**config.mk**
```make
export PLATFORM = sky130hd
export DESIGN_NAME = ppa_page_adjust
export DESIGN_NICKNAME = d
export VERILOG_FILES = /design/src/design/ppa_pkg.sv /design/src/design/ppa_page_decide.sv /design/src/design/ppa_page_adjust.sv
export SDC_FILE = /design/constraint.sdc
export NUM_CORES = 1
export LEC_CHECK = 0
export BUFFER_PORTS_ARGS = -buffer_cell sky130_fd_sc_hd__buf_2
export CELL_PAD_IN_SITES_DETAIL_PLACEMENT = 1
export CELL_PAD_IN_SITES_GLOBAL_PLACEMENT = 2
export CORE_UTILIZATION = 32
export CTS_BUF_LIST = sky130_fd_sc_hd__clkbuf_8
export CTS_CLUSTER_DIAMETER = 40
export CTS_CLUSTER_SIZE = 24
export DETAILED_ROUTE_END_ITERATION = 8
export PLACE_DENSITY = 0.78
export SYNTH_ARGS = -nofsm -noshare
export SYNTH_HDL_FRONTEND = slang
export SYNTH_SLANG_ARGS = --single-unit
```
**constraint.sdc**
```tcl
create_clock -name i_clk_sys -period 5.4 [get_ports i_clk_sys]
set_input_delay 0.81 -clock i_clk_sys [delete_from_list [all_inputs] [get_ports i_clk_sys]]
set_output_delay 0.81 -clock i_clk_sys [all_outputs]
set_load 0.01 [all_outputs]
```
**src/design/ppa_pkg.sv**
```systemverilog
package ppa_pkg;

  // effective address layout
  localparam int          EA_W        = 16;
  localparam int          EA_TOP      = 15;
  localparam int          PAGE_W      = 10;
  localparam int          PS_ADDR_W   = 25;

  // read page register values with boundary meaning
  localparam logic [9:0]  PG_ZERO     = 10'h000;
  localparam logic [9:0]  PG_FIRST    = 10'h001;
  localparam logic [9:0]  PG_LSW_LAST = 10'h2ff;
  localparam logic [9:0]  PG_LSW_FRST = 10'h200;
  localparam logic [9:0]  PG_MSB_FRST = 10'h300;
  localparam logic [9:0]  PG_MSB_LAST = 10'h3ff;
  localparam logic [9:0]  PG_ONE      = 10'h001;
  localparam logic [9:0]  PG_RESET    = 10'h001;

  // addressing modes presented by the address generator
  typedef enum logic [2:0] {
    PPA_MODE_DIRECT,
    PPA_MODE_PRE_INC,
    PPA_MODE_POST_INC,
    PPA_MODE_PRE_DEC,
    PPA_MODE_POST_DEC,
    PPA_MODE_REG_OFFSET,
    PPA_MODE_MODULO,
    PPA_MODE_BIT_REV
  } ppa_mode_t;

  // outcome of the page check
  typedef enum logic [2:0] {
    PPA_ACT_NONE,
    PPA_ACT_INC,
    PPA_ACT_DEC,
    PPA_ACT_WRAP,
    PPA_ACT_BASE
  } ppa_act_t;

endpackage : ppa_pkg

```
**src/design/ppa_page_decide.sv**
```systemverilog
module ppa_page_decide
  import ppa_pkg::*;
(
  // request
  input  wire logic [9:0] i_page,
  input  wire ppa_mode_t  i_mode,
  input  wire logic       i_old_top,
  input  wire logic       i_carry,
  input  wire logic       i_borrow,
  // decision
  output ppa_act_t        o_act
);

  ////////////////////////////////////////////////////////////////////////////
  logic crossed;
  logic linear;

  always_comb begin
    crossed = i_old_top && (i_carry || i_borrow);
    linear  = (i_mode == PPA_MODE_PRE_INC) || (i_mode == PPA_MODE_POST_INC) ||
              (i_mode == PPA_MODE_PRE_DEC) || (i_mode == PPA_MODE_POST_DEC);
    o_act   = PPA_ACT_NONE;
    if (crossed && i_page != PG_ZERO) begin
      if (!linear) begin
        o_act = PPA_ACT_WRAP;
      end else if (i_carry) begin
        if (i_page == PG_MSB_LAST) begin
          o_act = PPA_ACT_BASE;
        end else begin
          o_act = PPA_ACT_INC;
        end
      end else begin
        if (i_page == PG_FIRST || i_page == PG_LSW_FRST) begin
          o_act = PPA_ACT_BASE;
        end else begin
          o_act = PPA_ACT_DEC;
        end
      end
    end
  end

endmodule : ppa_page_decide

```
**src/design/ppa_page_adjust.sv**
```systemverilog
module ppa_page_adjust
  import ppa_pkg::*;
(
  // clock and reset
  input  wire logic                 i_clk_sys,
  input  wire logic                 i_rst,
  // request from address generator
  input  wire logic                 i_req,
  input  wire logic                 i_write,
  input  wire ppa_mode_t            i_mode,
  input  wire logic [EA_W-1:0]      i_ea_old,
  input  wire logic [EA_W-1:0]      i_ea_raw,
  input  wire logic                 i_carry,
  input  wire logic                 i_borrow,
  // software load of the read page register
  input  wire logic                 i_page_we,
  input  wire logic [PAGE_W-1:0]    i_page_wdata,
  // results
  output logic                      o_valid,
  output logic [EA_W-1:0]           o_ea,
  output logic [PAGE_W-1:0]         o_read_page_register,
  output logic                      o_ps_access,
  output logic [PS_ADDR_W-1:0]      o_ps_addr,
  output logic                      o_addr_error,
  output logic                      o_write_refused
);

  ////////////////////////////////////////////////////////////////////////////
  ppa_act_t               act;
  logic [PAGE_W-1:0]      page;
  logic [PAGE_W-1:0]      next_page;
  logic [EA_W-1:0]        next_ea;
  logic                   next_valid;
  logic                   next_ps_access;
  logic [PS_ADDR_W-1:0]   next_ps_addr;
  logic                   next_addr_error;
  logic                   next_write_refused;
  logic                   new_top;
  logic                   hits_window;
  logic                   hits_zero;

  ////////////////////////////////////////////////////////////////////////////
  // helpers

  // one step of the read page register, up or down
  function automatic logic [PAGE_W-1:0] step_page(
    input logic [PAGE_W-1:0] pg,
    input logic              up
  );
    logic [PAGE_W-1:0] stepped;
    if (up) begin
      stepped = pg + PG_ONE;
    end else begin
      stepped = pg - PG_ONE;
    end
    return stepped;
  endfunction : step_page

  // bit 15 of the address once the page action is applied
  function automatic logic corrected_top(
    input ppa_act_t a,
    input logic     raw_top
  );
    logic top;
    case (a)
      PPA_ACT_INC: begin
        top = 1'h1;
      end
      PPA_ACT_DEC: begin
        top = 1'h1;
      end
      PPA_ACT_WRAP: begin
        top = 1'h1;
      end
      PPA_ACT_BASE: begin
        top = 1'h0;
      end
      PPA_ACT_NONE: begin
        top = raw_top;
      end
      default: begin
        top = raw_top;
      end
    endcase
    return top;
  endfunction : corrected_top

  // true when the page selects nothing in program space
  function automatic logic page_is_zero(
    input logic [PAGE_W-1:0] pg
  );
    return pg == PG_ZERO;
  endfunction : page_is_zero

  ////////////////////////////////////////////////////////////////////////////
  // page decision

  // page zero on a crossing gets no action; bit 15 stays as the adder left it, so the trap check below does not fire
  ppa_page_decide u_decide (
    .i_page    (page),
    .i_mode    (i_mode),
    .i_old_top (i_ea_old[EA_TOP]),
    .i_carry   (i_carry),
    .i_borrow  (i_borrow),
    .o_act     (act)
  );

  ////////////////////////////////////////////////////////////////////////////
  // read page register

  // a step from a crossing wins over a load in the same cycle
  always_comb begin
    next_page = page;
    if (i_page_we) begin
      next_page = i_page_wdata;
    end
    if (i_req) begin
      case (act)
        PPA_ACT_INC: begin
          next_page = step_page(page, 1'h1);
        end
        PPA_ACT_DEC: begin
          next_page = step_page(page, 1'h0);
        end
        default: begin
        end
      endcase
    end
  end

  always_ff @(posedge i_clk_sys or posedge i_rst) begin
    if (i_rst) begin
      page <= PG_RESET;
    end else begin
      page <= next_page;
    end
  end

  ////////////////////////////////////////////////////////////////////////////
  // corrected address

  // the adder drops bit 15 on a crossing; the action decides its final value
  // and the address is held between requests
  always_comb begin
    next_valid = i_req;
    next_ea    = o_ea;
    new_top    = 1'h0;
    if (i_req) begin
      next_ea = i_ea_raw;
      if (act != PPA_ACT_NONE) begin
        next_ea[EA_TOP] = 1'h0;
      end
      new_top         = corrected_top(act, next_ea[EA_TOP]);
      next_ea[EA_TOP] = new_top;
    end
  end

  always_ff @(posedge i_clk_sys or posedge i_rst) begin
    if (i_rst) begin
      o_valid <= 1'h0;
      o_ea    <= '0;
    end else begin
      o_valid <= next_valid;
      o_ea    <= next_ea;
    end
  end

  ////////////////////////////////////////////////////////////////////////////
  // where the access lands

  // an address in the window with page zero is a trap, never a fetch
  always_comb begin
    hits_window = new_top && !page_is_zero(next_page);
    hits_zero   = new_top && page_is_zero(next_page);
  end

  always_comb begin
    next_ps_access = 1'h0;
    next_ps_addr   = o_ps_addr;
    if (hits_window && !i_write) begin
      next_ps_access = 1'h1;
      next_ps_addr   = {next_page, next_ea[EA_TOP-1:0]};
    end
  end

  always_ff @(posedge i_clk_sys or posedge i_rst) begin
    if (i_rst) begin
      o_ps_access <= 1'h0;
      o_ps_addr   <= '0;
    end else begin
      o_ps_access <= next_ps_access;
      o_ps_addr   <= next_ps_addr;
    end
  end

  ////////////////////////////////////////////////////////////////////////////
  // refused accesses

  always_comb begin
    next_addr_error    = hits_zero;
    next_write_refused = hits_window && i_write;
  end

  always_ff @(posedge i_clk_sys or posedge i_rst) begin
    if (i_rst) begin
      o_addr_error    <= 1'h0;
      o_write_refused <= 1'h0;
    end else begin
      o_addr_error    <= next_addr_error;
      o_write_refused <= next_write_refused;
    end
  end

  assign o_read_page_register = page;

endmodule : ppa_page_adjust

```
==> reports/results.txt, run 1 <==
Final worst path period share - 78.30%
1st-pass router iterations - 4
Pins Over Slew Limit - 0
Slowest stage cell on the critical path - or3b_2
Unrepaired setup endpoints after global routing - false
Multi-input combinational cell area - 0.001493 mm^2
Count of flip-flops with a built-in enable after synthesis - 0
Max-cap violations - 0
Startpoint of the worst setup timing path - o_read_page_register[1]
Detailed placer's ending HPWL - 5.998 mm
Global-route usage over all layers - 16.33%
Static leakage - 1.722 nW
Clk buf depth - 2
Clock latency reported for the late side of the worst-skew pair - 300 ps
Final min period - 4228 ps
Post-synthesis instance total - 254
Outcome - completed
Syn_nets - 309
Post-cts gate resize count - 0
Proportion of synthesized flip-flops having asynchronous set or reset - 100.0%
Post-Route WL - 8.087 mm
Setup bufs post-CTS - 0
Normalized max-slew margin - 54.76%
Main flop type after synthesis - dfrtp_1
M2 GR Usage - 26.68%
Number of port buffers - 91
Beginning of the worst register-to-register path - o_read_page_register[1]
Summed instance area of the synthesized netlist - 0.003055 mm^2
Post-layout total power - 1.219 mW
Final weighted congestion of routability-driven global placement - 0.8116
Antenna viol nets, final - 0
Peak per-stage delay on the critical path - 540 ps
Routed length per instance - 17.21 um
Area occupied by registers - 0.001378 mm^2
F_max - 236.5 MHz
Unique masters post-synth - 63
Gr busiest metal - met2
Area enclosed by the die boundary - 0.009943 mm^2
Post-detailed-route via-to-cell ratio - 5.038
CTS buffer count - 5
Startpoint-to-endpoint class of the critical path - flip-flop to flip-flop
Ordered list of cells on the worst path - inv_1 > ha_1 > or3b_2 > o41ai_2 > buf_4 > or3_1 > nor2_1 > a211o_2 > or4b_4 > o31ai_4 > buf_4 > mux2_2
Nature of the critical path startpoint - flip-flop
DRC violations left - 0
Flip-flop and latch count after synthesis - 55
Fraction of the yosys area taken by sequential cells - 45.09%
TritonCTS clock tree - done
Std cell rows - 35
Vert. Die Dim - 99.72 um
M3 GR Usage - 3.373%
Worst setup skew after layout - 8.866 ps
Transition time at the pin with the least slew margin - 678.7 ps
Worst-path clk slew - 100 ps
Data arrival time of the critical path - 4420 ps
Number of global-route vias before repair - 2478
Initial antenna violation count - 0
Peak supply drop - 0.0001833 V
Master cell of the clock root buffer - clkbuf_8
Power density relative to cell area - 335.0 mW/mm^2
Ys Warns - 0
Synth Area per Inst - 12.03 um^2
Clock sinks - 55
Global-route wire length before repair - 12.86 mm
Count of inserted antenna diode cells - 0
Final Hold Slack - 510.3 ps
Filler cells - 1075
Critical Path Fanout Max - 25
Starting density of the core - 33.07%
GR Layer Usage met1 - 22.33%
Kind of end point of the critical path - flip-flop
Overflow after GRT - 0
Startpoint of the most critical hold path - o_ps_addr[17]
Final setup violation count - 0
Horizontal extent of the die - 99.72 um
Req. time, crit path - 5590 ps
Boundary pin count - 107
Hold-fix buffers at CTS - 0
H-tree depth reported by CTS - 2
Synth-to-layout area growth - 19.12%
Post-Route Setup TNS - 0 ps
Net count of the finished layout - 395
Fraction of final layout cells with drive strength greater than 1 - 48.39%
Largest net degree at the start of global routing - 56
Type of the tightest min-delay check - flip-flop to flip-flop
Core footprint - 0.009240 mm^2
Hold Violations, Final - 0
Number of violations reported at the end of detailed-routing iteration 0 - 138
Library cell appearing most often on the critical path - buf_4
Routed via count - 2368
[cells by family after synthesis]
kind of cell / count (synthesis) / synth area share [%]
buf+inv: 24 / 6.060
compound gates: 54 / 13.39
flops: 55 / 45.09
fa+ha+maj: 3 / 1.229
simple gates: 63 / 12.04
mux: 52 / 21.34
xor+xnor: 3 / 0.8601
[worst max-delay path, delay by kind of cell (launching register included)]
kind	cells	cell delay [ps]
AO/OA/AOI/OAI	3	790
adder cells (fa/ha/maj)	1	250
multiplexers	1	390
buffers and inverters	3	810
AND/OR/NAND/NOR	4	1320
flip-flops	1	530
[cells in the final DEF (no fill, tap or decap), types with 6 or more instances in the layout]
| master | count |
|---|---|
| o21ai_0 | 13 |
| buf_2 | 91 |
| mux2i_1 | 10 |
| nand3_1 | 6 |
| inv_1 | 6 |
| nor3_1 | 10 |
| dfrtp_1 | 54 |
| mux2_2 | 21 |
| mux2_4 | 21 |
| nand2_1 | 8 |
| nor2_1 | 12 |
[path summary, 6_finish.rpt]
kind,endpoint,slack (ps),cells after the start
setup reg to reg,o_ps_addr[13],1170,12
hold / removal,o_ps_addr[17],510,1
min in group asynchronous,o_ea[1],680,3
hold reg to reg,o_ps_addr[17],510,1
setup / recovery,o_ps_addr[13],1170,12
max in group asynchronous,o_ps_addr[8],4270,3
[layer usage]
layer,share of wire (%),vias up
li1,-,1117
met1,46,1173
met2,48,74
met3,5.6,4
met4,0.45,0
met5,0,-
[layout make-up]
cell class / instances / area share (%)
Multi-Input combinational cell: 175 / 41.01
Clock buffer: 5 / 1.891
Clock inverter: 3 / 0.5500
Timing Repair Buffer: 96 / 13.54
Tap cell: 129 / 4.435
Sequential cell: 55 / 37.85
Inverter: 7 / 0.7219
[report_power, final]
group | total [mW] | internal (mW) | switching [mW]
Combinational | 0.413 | 0.203 | 0.209
Clock | 0.224 | 0.0906 | 0.133
Sequential | 0.583 | 0.494 | 0.0894
[metrics by stage]
stage	cells	utilization, %	instance area (um^2)	worst slack (ps)
6_report	470	39.39	3640	1172
5_1_grt	470	39.39	3640	1014
4_1_cts	470	39.39	3640	1165
3_5_place_dp	462	38.43	3551	1188
3_3_place_gp	462	38.43	3551	1179
2_1_floorplan	254	-	3055	1626
[synth_stat cells (all sizes together) (2+ instances only)]
library cell	count	area [um^2]
a211o	2	18.77
a211oi	2	15.01
a21oi	5	25.02
a221oi	3	26.28
a22oi	3	22.52
and2	2	12.51
and3	2	12.51
buf	10	102.6
clkbuf	7	56.30
dfrtp	54	1351
ha	3	37.54
inv	7	26.28
mux2	42	551.8
mux2i	10	100.1
nand2	8	30.03
nand3	6	30.03
nand4	4	25.02
nor2	12	45.04
nor3	11	60.06
nor4	2	12.51
o211ai	2	15.01
o21ai	14	70.06
o21bai	2	15.01
o22ai	3	18.77
o311a	2	21.27
o31a	2	20.02
o31ai	3	36.28
o41ai	2	25.03
or2	3	18.77
or3	5	37.54
or4	3	23.77
xor2	2	17.52
[flip-flops by register name, indices dropped and copies added (netlist names)]
register	count
o_ps_addr	25
o_ea	16
o_read_page_register	10
o_addr_error	1
o_ps_access	1
o_valid	1
o_write_refused	1
Note: power is estimated with default switching activity, not from simulation.
==> run 2, diff against run 1 <==
clock period = 3.9 ns   (was 5.4 ns; I/O delays follow)
==> run 2 against run 1 <==
Utilization rose by 2.2 points. Combinational power rose by 69%. Clock-buffer cell count did not move. Final cell count rose by 4.0%. Sequential cell count did not move. Sequential power rose by 30%. Largest cell class unchanged. Register-to-register slack got worse by 980 ps. Highest routed layer unchanged. Clock skew fell by 3.0 ps. Power rose by 55%.
==> reports/results.txt, run 2 (synthesized netlist as in run 1, its figures left out) <==
Post-Route WL - 8.553 mm
Hold Violations, Final - 0
Clk buf depth - 2
H-tree depth reported by CTS - 2
Pins Over Slew Limit - 0
Crit path max-delay family - multiplexers
Detailed placer's ending HPWL - 6.616 mm
Max FFs per register - 25
Ordered list of cells on the worst path - inv_1 > ha_1 > mux2i_2 > nor4b_4 > mux2_4 > nor3_2 > mux2_4 > or4b_4 > o31ai_4 > buf_12 > mux2_2
Library cell appearing most often on the critical path - mux2_4
F_max - 269.4 MHz
Commonest non-fill, non-tap cell in the layout - buf_2
Kind of end point of the critical path - flip-flop
Number of global-route vias before repair - 2696
Global-route usage over all layers - 17.77%
Core footprint - 0.009240 mm^2
Max-cap violations - 0
Clock latency reported for the late side of the worst-skew pair - 300 ps
Transition time at the pin with the least slew margin - 691.3 ps
Final setup violation count - 0
Slowest stage cell on the critical path - dfstp_2
Final weighted congestion of routability-driven global placement - 0.8198
Peak per-stage delay on the critical path - 590 ps
Normalized max-slew margin - 53.85%
1st-pass router iterations - 4
Global-route wire length before repair - 13.81 mm
Boundary pin count - 107
Power density relative to cell area - 490.4 mW/mm^2
Horizontal extent of the die - 99.72 um
Post-detailed-route via-to-cell ratio - 5.063
Outcome - completed
Worst setup skew after layout - 5.900 ps
Routed length per instance - 17.49 um
Post-layout total power - 1.884 mW
Master cell of the clock root buffer - clkbuf_8
Worst-path clk slew - 90 ps
Number of violations reported at the end of detailed-routing iteration 0 - 87
Clock sinks - 55
Largest net degree at the start of global routing - 34
Register name with the most flops - o_ps_addr
Req. time, crit path - 4090 ps
Multi-input combinational cell area - 0.001496 mm^2
CTS buffer count - 5
Vert. Die Dim - 99.72 um
Post-Route Setup TNS - 0 ps
Nature of the critical path startpoint - flip-flop
Type of the tightest min-delay check - input pin to async pin
Data arrival time of the critical path - 3910 ps
Final worst path period share - 95.19%
Std cell rows - 35
Static leakage - 1.847 nW
Initial antenna violation count - 0
Filler cells - 1038
Routed via count - 2476
DRC violations left - 0
Final min period - 3712 ps
TritonCTS clock tree - done
Number of port buffers - 91
Peak supply drop - 0.0002178 V
Most frequent cells in the layout - buf_2, dfrtp_1, buf_4
Fraction of final layout cells with drive strength greater than 1 - 51.11%
Unrepaired setup endpoints after global routing - false
Setup bufs post-CTS - 0
Area occupied by registers - 0.001378 mm^2
Count of inserted antenna diode cells - 0
Overflow after GRT - 0
Area enclosed by the die boundary - 0.009943 mm^2
Antenna viol nets, final - 0
Startpoint-to-endpoint class of the critical path - flip-flop to flip-flop
Net count of the finished layout - 414
Synth-to-layout area growth - 25.76%
Critical Path Fanout Max - 25
End-of-flow core utilization - 41.58%
Starting density of the core - 33.07%
Critical path buffer and inverter count - 2
==> run 2: changes by cell type in the layout (fill, tap and decap cells not counted) <==
| cell | delta |
|---|---|
| inv_1 | +1 |
| clkinv_2 | -1 |
| bufinv_16 | +2 |
| clkinvlp_4 | -2 |
| buf_4 | +18 |
| mux2i_2 | +1 |
| mux2i_1 | -1 |
| buf_12 | +1 |
==> run 2: final timing paths <==
path / startpoint / to / slack, ps / depth (start not counted)
max in group asynchronous: i_rst / o_ea[6] / 2750 / 3
min in group i_clk_sys: o_ps_addr[16] / o_ps_addr[16] / 510 / 1
min: i_rst / o_read_page_register[5] / 380 / 2
max: o_read_page_register[0] / o_ps_addr[15] / 190 / 11
max reg2reg: o_read_page_register[0] / o_ps_addr[15] / 190 / 11
min reg2reg: o_ps_addr[16] / o_ps_addr[16] / 510 / 1
==> run 2: layer usage <==
layer	track usage (%)	vias to the layer above	part of all wire [%]
met4	5.543	0	1.7
met1	22.79	1234	45
li1	-	1155	-
met3	2.600	14	3.8
met2	30.77	73	49
met5	0	-	0
==> run 2: per-stage QoR <==
stage	std cells	hold WS [ps]	instance area (um^2)	worst slack (ps)
after floorplan	254	532.8	3055	126.1
after global placement	481	484.3	3706	168.0
after detailed placement	481	488.6	3706	69.88
after CTS	489	400.0	3839	54.47
after global routing	489	429.2	3842	10.06
final	489	382.6	3842	187.7
==> run 2: power by group <==
part	internal [mW]	total, mW	switching [mW]
clock network	0.254	0.432	0.178
registers	0.684	0.756	0.0713
logic	0.333	0.697	0.364
total	1.27	1.88	0.613
==> run 2: repair_timing <==
| action | 4_1_cts | 5_1_grt |
|---|---|---|
| hold buffers | 0 | 0 |
| resized for setup | 0 | 1 |
| setup endpoints to repair | 0 | 20 |
| endpoints found under the hold margin | 0 | 0 |
==> run 2: cell type report <==
| cell class | instances | area share, % |
|---|---|---|
| Clock buffer | 5 | 1.791 |
| Clock inverter | 3 | 1.661 |
| Inverter | 7 | 0.6838 |
| Multi-Input combinational cell | 175 | 38.95 |
| Sequential cell | 55 | 35.85 |
| Tap cell | 129 | 4.201 |
| Timing Repair Buffer | 115 | 16.87 |
